**config.mk**
```make
export PLATFORM = sky130hd
export DESIGN_NAME = fbcp_host
export DESIGN_NICKNAME = d
export VERILOG_FILES = /design/src/fbcp_pkg.sv /design/src/fbcp_host.sv
export SDC_FILE = /design/constraint.sdc
export NUM_CORES = 1
export LEC_CHECK = 0
export BUFFER_PORTS_ARGS = -buffer_cell sky130_fd_sc_hd__buf_2
export CAP_MARGIN = 10
export CORE_MARGIN = 4
export CORE_UTILIZATION = 47
export CTS_CLUSTER_DIAMETER = 30
export DETAILED_ROUTE_END_ITERATION = 7
export GPL_TIMING_DRIVEN = 0
export PLACE_DENSITY = 0.79
export REMOVE_ABC_BUFFERS = 1
export SLEW_MARGIN = 0
export SYNTH_ARGS = -nofsm -noshare
export SYNTH_HDL_FRONTEND = slang
export SYNTH_SLANG_ARGS = --single-unit
export TNS_END_PERCENT = 5
```
**constraint.sdc**
```tcl
create_clock -name ref_clk -period 2.2 [get_ports ref_clk]
set_input_delay 0.11 -clock ref_clk [delete_from_list [all_inputs] [get_ports ref_clk]]
set_output_delay 0.11 -clock ref_clk [all_outputs]
set_load 0.005 [all_outputs]
```
**src/fbcp_pkg.sv**
```systemverilog
// Package of constants for the flash bus host controller
package fbcp_pkg;
  localparam int unsigned CLK_HZ = 20_000_000;
  localparam int unsigned RESET_LOW_NS = 100;
  localparam int unsigned RESET_LOW_CYC =
    (RESET_LOW_NS * (CLK_HZ / 1_000_000) + 999) / 1000;
  // Bus cycle phases, in clock cycles (ordinary asynchronous timing)
  localparam int unsigned SETUP_CYC = 1;
  localparam int unsigned STROBE_CYC = 3;
  localparam int unsigned HOLD_CYC = 1;
  localparam int unsigned BLOCK_SHIFT = 16;
  localparam logic [7:0] CMD_READ_ARRAY = 8'hff;
  localparam logic [7:0] STATUS_AFTER_RESET = 8'h80;
  typedef enum {ST_RESET, ST_IDLE, ST_SETUP, ST_STROBE, ST_HOLD} fbcp_state_t;
endpackage

```
**src/fbcp_host.sv**
```systemverilog
// Host-side controller driving a parallel flash over its bus pins
`timescale 1ns/1ps
module fbcp_host #(
  parameter int ADDR_W = 22,
  parameter int DATA_W = 16
) (
  // Clock and reset
  input wire logic ref_clk,
  input wire logic rst_n,
  // User request side
  input wire logic req_valid,
  input wire logic req_write,
  input wire logic req_byte_mode,
  input wire logic [ADDR_W-1:0] req_addr,
  input wire logic [DATA_W-1:0] req_wdata,
  input wire logic reset_req,
  output logic req_ready,
  output logic rsp_valid,
  output logic [DATA_W-1:0] rsp_rdata,
  output logic flash_busy,
  output logic [ADDR_W-fbcp_pkg::BLOCK_SHIFT-1:0] rsp_block,
  // Flash pins
  output logic [ADDR_W-1:0] flash_addr,
  output logic [DATA_W-1:0] dq_out,
  output logic dq_oe,
  input wire logic [DATA_W-1:0] dq_in,
  output logic chip_select0_n,
  output logic chip_select1_n,
  output logic output_enable_n,
  output logic write_enable_n,
  output logic reset_powerdown_n,
  output logic byte_mode_n,
  input wire logic ready_busy_out
);
  localparam int BLOCK_W = fbcp_pkg::BLOCK_SHIFT;

  fbcp_pkg::fbcp_state_t state_reg;
  logic [7:0] cnt_reg;
  logic wr_reg;

  ////////////////////////////////////////////////////////////////////
  // Bus cycle sequencer; one request at a time, strobes from flops
  always_ff @(posedge ref_clk or negedge rst_n)
  begin
    if (!rst_n)
    begin
      state_reg <= fbcp_pkg::ST_RESET;
      cnt_reg <= 8'h00;
      wr_reg <= 1'b0;
      req_ready <= 1'b0;
      rsp_valid <= 1'b0;
      rsp_rdata <= '0;
      rsp_block <= '0;
      flash_addr <= '0;
      dq_out <= '0;
      dq_oe <= 1'b0;
      chip_select0_n <= 1'b1;
      chip_select1_n <= 1'b1;
      output_enable_n <= 1'b1;
      write_enable_n <= 1'b1;
      reset_powerdown_n <= 1'b0;
      byte_mode_n <= 1'b1;
    end
    else
    begin
      rsp_valid <= 1'b0;
      case (state_reg)
        // Hold power-down low long enough; flash wakes in read array
        fbcp_pkg::ST_RESET:
        begin
          reset_powerdown_n <= 1'b0;
          if (cnt_reg >= 8'(fbcp_pkg::RESET_LOW_CYC))
          begin
            reset_powerdown_n <= 1'b1;
            req_ready <= 1'b1;
            cnt_reg <= 8'h00;
            state_reg <= fbcp_pkg::ST_IDLE;
          end
          else
            cnt_reg <= cnt_reg + 8'h01;
        end
        fbcp_pkg::ST_IDLE:
        begin
          if (reset_req)
          begin
            req_ready <= 1'b0;
            cnt_reg <= 8'h00;
            state_reg <= fbcp_pkg::ST_RESET;
          end
          else if (req_valid)
          begin
            // Address and data presented before any strobe
            req_ready <= 1'b0;
            wr_reg <= req_write;
            flash_addr <= req_addr;
            rsp_block <= req_addr[ADDR_W-1:BLOCK_W];
            // Pin is high for sixteen-bit mode, low for byte mode
            byte_mode_n <= req_byte_mode;
            // Command words pass through untouched; the user picks the
            // read mode and issues read-array after an operation
            dq_out <= req_wdata;
            chip_select0_n <= 1'b0;
            chip_select1_n <= 1'b0;
            cnt_reg <= 8'h00;
            state_reg <= fbcp_pkg::ST_SETUP;
          end
        end
        fbcp_pkg::ST_SETUP:
        begin
          if (cnt_reg >= 8'(fbcp_pkg::SETUP_CYC - 1))
          begin
            // Write enable and output enable never overlap
            write_enable_n <= ~wr_reg;
            output_enable_n <= wr_reg;
            dq_oe <= wr_reg;
            cnt_reg <= 8'h00;
            state_reg <= fbcp_pkg::ST_STROBE;
          end
          else
            cnt_reg <= cnt_reg + 8'h01;
        end
        fbcp_pkg::ST_STROBE:
        begin
          if (cnt_reg >= 8'(fbcp_pkg::STROBE_CYC - 1))
          begin
            // Write enable rises before chip select, so it latches
            write_enable_n <= 1'b1;
            output_enable_n <= 1'b1;
            if (!wr_reg)
            begin
              // Width taken from the pin, not the live request input
              rsp_rdata <= byte_mode_n ? dq_in :
                {{(DATA_W-8){1'b0}}, dq_in[7:0]};
              rsp_valid <= 1'b1;
            end
            cnt_reg <= 8'h00;
            state_reg <= fbcp_pkg::ST_HOLD;
          end
          else
            cnt_reg <= cnt_reg + 8'h01;
        end
        fbcp_pkg::ST_HOLD:
        begin
          // Data held past the write edge, then deselect
          if (cnt_reg >= 8'(fbcp_pkg::HOLD_CYC - 1))
          begin
            dq_oe <= 1'b0;
            chip_select0_n <= 1'b1;
            chip_select1_n <= 1'b1;
            req_ready <= 1'b1;
            cnt_reg <= 8'h00;
            state_reg <= fbcp_pkg::ST_IDLE;
          end
          else
            cnt_reg <= cnt_reg + 8'h01;
        end
        default:
          state_reg <= fbcp_pkg::ST_RESET;
      endcase
    end
  end

  ////////////////////////////////////////////////////////////////////
  // Busy is the open-drain ready/busy pin seen low; power-down masks it
  always_ff @(posedge ref_clk or negedge rst_n)
  begin
    if (!rst_n)
      flash_busy <= 1'b0;
    else
      flash_busy <= reset_powerdown_n & ~ready_busy_out;
  end

  ////////////////////////////////////////////////////////////////////
  // Checks on the pin protocol
  chk_no_drive_read: assert property (@(posedge ref_clk) disable iff (!rst_n)
    !output_enable_n |-> !dq_oe && write_enable_n)
    else $error("data driven or write during read");
  chk_read_selects: assert property (@(posedge ref_clk) disable iff (!rst_n)
    !output_enable_n |-> !chip_select0_n && !chip_select1_n
      && reset_powerdown_n)
    else $error("read without full select");
  chk_write_edge: assert property (@(posedge ref_clk) disable iff (!rst_n)
    $rose(write_enable_n) |-> !chip_select0_n)
    else $error("chip select rose before write enable");
  chk_write_data: assert property (@(posedge ref_clk) disable iff (!rst_n)
    !write_enable_n |-> dq_oe && $stable(dq_out) && $stable(flash_addr))
    else $error("write data not stable");
  chk_reset_low: assert property (@(posedge ref_clk) disable iff (!rst_n)
    $fell(reset_powerdown_n) |-> !reset_powerdown_n [*2])
    else $error("power-down pulse too short");
  chk_ready_reset: assert property (@(posedge ref_clk) disable iff (!rst_n)
    $rose(reset_powerdown_n) |-> req_ready)
    else $error("not ready after power-down exit");
  // Busy is not reported while the flash sits in power-down
  chk_busy_masked: assert property (@(posedge ref_clk) disable iff (!rst_n)
    !reset_powerdown_n |=> !flash_busy)
    else $error("busy reported during power-down");
  // Deselected flash must never see a read or write strobe
  chk_float_deselect: assert property (@(posedge ref_clk) disable iff (!rst_n)
    chip_select0_n |-> output_enable_n && write_enable_n && !dq_oe)
    else $error("strobe or drive while deselected");
  // Idle controller leaves the bus quiet
  chk_idle_quiet: assert property (@(posedge ref_clk) disable iff (!rst_n)
    req_ready |-> chip_select0_n && chip_select1_n)
    else $error("chip selected while idle");
  // Read data is captured only at the end of an output-enable pulse
  chk_read_sample: assert property (@(posedge ref_clk) disable iff (!rst_n)
    rsp_valid |-> $past(!output_enable_n))
    else $error("read data taken without output enable");
  // A response lasts exactly one cycle
  chk_rsp_pulse: assert property (@(posedge ref_clk) disable iff (!rst_n)
    rsp_valid |=> !rsp_valid)
    else $error("response longer than one cycle");
  // Power-down keeps every strobe inactive
  chk_pd_quiet: assert property (@(posedge ref_clk) disable iff (!rst_n)
    !reset_powerdown_n |-> write_enable_n && output_enable_n)
    else $error("strobe during power-down");
endmodule

```
==> reports/metrics.yaml <==
grt_pass1_vias: 2384
top_layer_used: "met4"
first_pass_iters: 4
drt_iter0_drc: 73
crit_chain: "inv_1 -> ha_1 -> or4_4 -> o21ai_4 -> mux2_2"
fillerInstances: 426
dp_hpwl_mm: 4.55
holdWs_ns: 0.0181
drv_cap: 0
synth_edf_count: 0
worst_slack_ns: 0.131
p_int_mw: 3.70
num_io_pins: 131
hold_class: "in -> reg"
clkPwrFrac_pct: 20.3
wl_met1_mm: 3.14
dpl_worst_slack_ns: -0.0960
clock-sinks: 75
dieWidth_um: 88.5
area_growth_pct: 46.6
vias: 2391
setup_viol: 0
place_congestion: 0.829
drt_drc_violations_left: 0
root_buffer: "clkbuf_8"
dieArea_sq_um: 7830
coreArea_sq_um: 6310
cts_made_buffers: 9
worstPathRequired_ns: 2.42
start_kind: "register"
grt_use_total_pct: 19.3
routedWlPerCell_um: 15.2
drtAntennaViolNets: 0
synthArstFlopShare_pct: 100
pwr-share-seq_pct: 44.1
drive_gt1_share_pct: 51.4
placed_area_sq_um: 3710
placedCellCount: 424
synthCells: 232
final_core_util_pct: 70.7
n_antenna_cell: 0
detail_route.vias_per_cell: 4.83
fp.dieH_um: 88.5
p_leak_nw: 2.22
layoutNonFillerInstCount: 495
p_comb_share_pct: 35.6
num-nets-final: 476
finalHoldViolCount: 0
postLayoutCellArea_sq_um: 4460
syn_avg_cell_area_sq_um: 13.1
power_switching_share_pct: 31.6
finalCritPeriodShare_pct: 94.0
critical_path_class: "reg -> reg"
cp_slowest_cell: "or4_4"
ys_ff_latch: 75
status: "finished, final reports clean"
critical_path.top_delay_family: "simple AND/OR/NAND/NOR gates"
multi_input_area_sq_um: 1040
ir_worst_vdd_mv: 0.673
synth_flop_cell: "dfrtp_1"
rsz0062_at_grt: "no"
start_util_pct: 48.2
cp_max_fo: 13
power_density_nw_per_um2: 1210
cts.clk_slew.worst_paths_ns: 0.08
ys_warn_count: 0
crit_path_end_kind: "register"
clock_latency_ns: 0.34
wl_met2_mm: 3.73
cts_tree: "done"
register_area_sq_um: 1880
fin_skew_ns: 0.00848
route.met3.wl_um: 562
synth_cell_types: 35
clockBufferDepth: 2
rows: 29
wl_mm: 7.54
netSwitchingPower_mw: 1.71
worstPathBufferInverterCount: 1
grt-ovfl-total: 0
tightest_slew_ns: 0.912
period_minus_slack_ns: 2.07
max_freq_mhz: 483
slowest_delay_ns: 0.48
cts_max_level: 3
slew_headroom_pct: 39.2
grt_pass1_wl_mm: 11.4
yosysSeqAreaShare_pct: 61.8
antenna_found_initial: 0
cp_data_arrival_time_ns: 2.29
slew_violations: 0
top_regs: "dq_out: 16 flops, flash_addr: 16 flops, rsp_rdata: 16 flops"
grt_max_degree: 76
syn_area_sq_um: 3040
portBuffers: 130
==> Yosys cell counts, types with 2 or more instances <==
library cell   n  area, sq um
or4_4          2         22.5
clkbuf_1       2         7.51
o21ai_0       14         70.1
dfrtp_1       71         1780
buf_2          5         25.0
mux2_2        45          507
mux2_4         3         45.0
a21oi_1        6         30.0
a41oi_1        2         17.5
nor2_1        17         63.8
inv_1          7         26.3
ha_1           2         25.0
buf_4          8         60.1
nand4_1        3         18.8
nand2_1       21         78.8
dfstp_2        4          105
nand3_1        2         10.0
==> final timing paths <==
path	startpoint	end	slack (ns)	depth (start not counted)
max in group asynchronous	rst_n	cnt_reg[0]	1.11	2
worst min register to register	rsp_rdata[14]	rsp_rdata[14]	0.48	2
min in group asynchronous	rst_n	rsp_rdata[4]	0.45	2
worst max-delay path	cnt_reg[0]	rsp_rdata[0]	0.13	5
worst max register to register	cnt_reg[0]	rsp_rdata[0]	0.13	5
worst min-delay path	dq_in[15]	rsp_rdata[15]	0.02	3
==> cells by family after synthesis <==
| group | synth area share [%] |
|---|---|
| buf+inv | 4.40 |
| fa+ha+maj | 0.822 |
| mux | 18.5 |
| compound gates | 6.66 |
| flops | 61.8 |
| simple gates | 7.85 |
==> repair_timing <==
item                                    in CTS  in global routing
pin swaps                                    2                  1
buffers inserted                             0                  6
resized for setup                            1                  1
hold buffers                                48                  0
endpoints found under the hold margin      118                  0
cloned                                       1                  0
endpoints found under the setup margin      29                 32
==> cell usage in the layout (no fill, tap or decap), types with 3 or more instances in the layout <==
cell           instances
nand4_1                3
nor2_1                17
nand2_1               21
clkbuf_8              12
buf_4                  7
inv_1                  7
a21oi_1                6
mux2_2                45
dfrtp_1               69
buf_2                129
dfstp_2                4
mux2_4                 3
o21ai_0               14
dlygate4sd3_1         48
==> power groups by stage <==
stage | registers (mW) | clock network, mW | logic, mW
after floorplan | 2.41 | 0 | 0.887
after global placement | 2.34 | 0 | 1.77
after detailed placement | 2.38 | 0 | 1.83
after CTS | 2.36 | 1.13 | 1.91
after global routing | 2.46 | 1.18 | 2.14
final | 2.39 | 1.10 | 1.92
==> per-layer routing <==
metal | GRT usage [%] | up-vias
met5 | 0 | -
met4 | 8.52 | 0
met3 | 4.75 | 9
met2 | 32.4 | 90
met1 | 23.7 | 1130
li1 | - | 1162
==> metrics by stage <==
stage | power (mW) | TNS [ns]
3_5_place_dp | 4.21 | -0.598
4_1_cts | 5.40 | 0
3_3_place_gp | 4.11 | -47.36
5_1_grt | 5.78 | 0
2_1_floorplan | 3.30 | -15.20
6_report | 5.41 | 0
==> layout make-up <==
cell class / count / share of cell area, %
Multi-Input combinational cell: 134 / 23.2
Tap cell: 77 / 2.16
Inverter: 7 / 0.589
Clock buffer: 12 / 3.70
Clock inverter: 4 / 1.07
Timing Repair Buffer: 186 / 27.0
Sequential cell: 75 / 42.2
==> worst register-to-register path, stage by stage, from the launching register on <==
cell,delay (ns)
dfrtp_2,0.41
inv_1,0.08
ha_1,0.21
or4_4,0.48
o21ai_4,0.40
mux2_2,0.39
No activity file was read; power rests on OpenSTA's default activity.
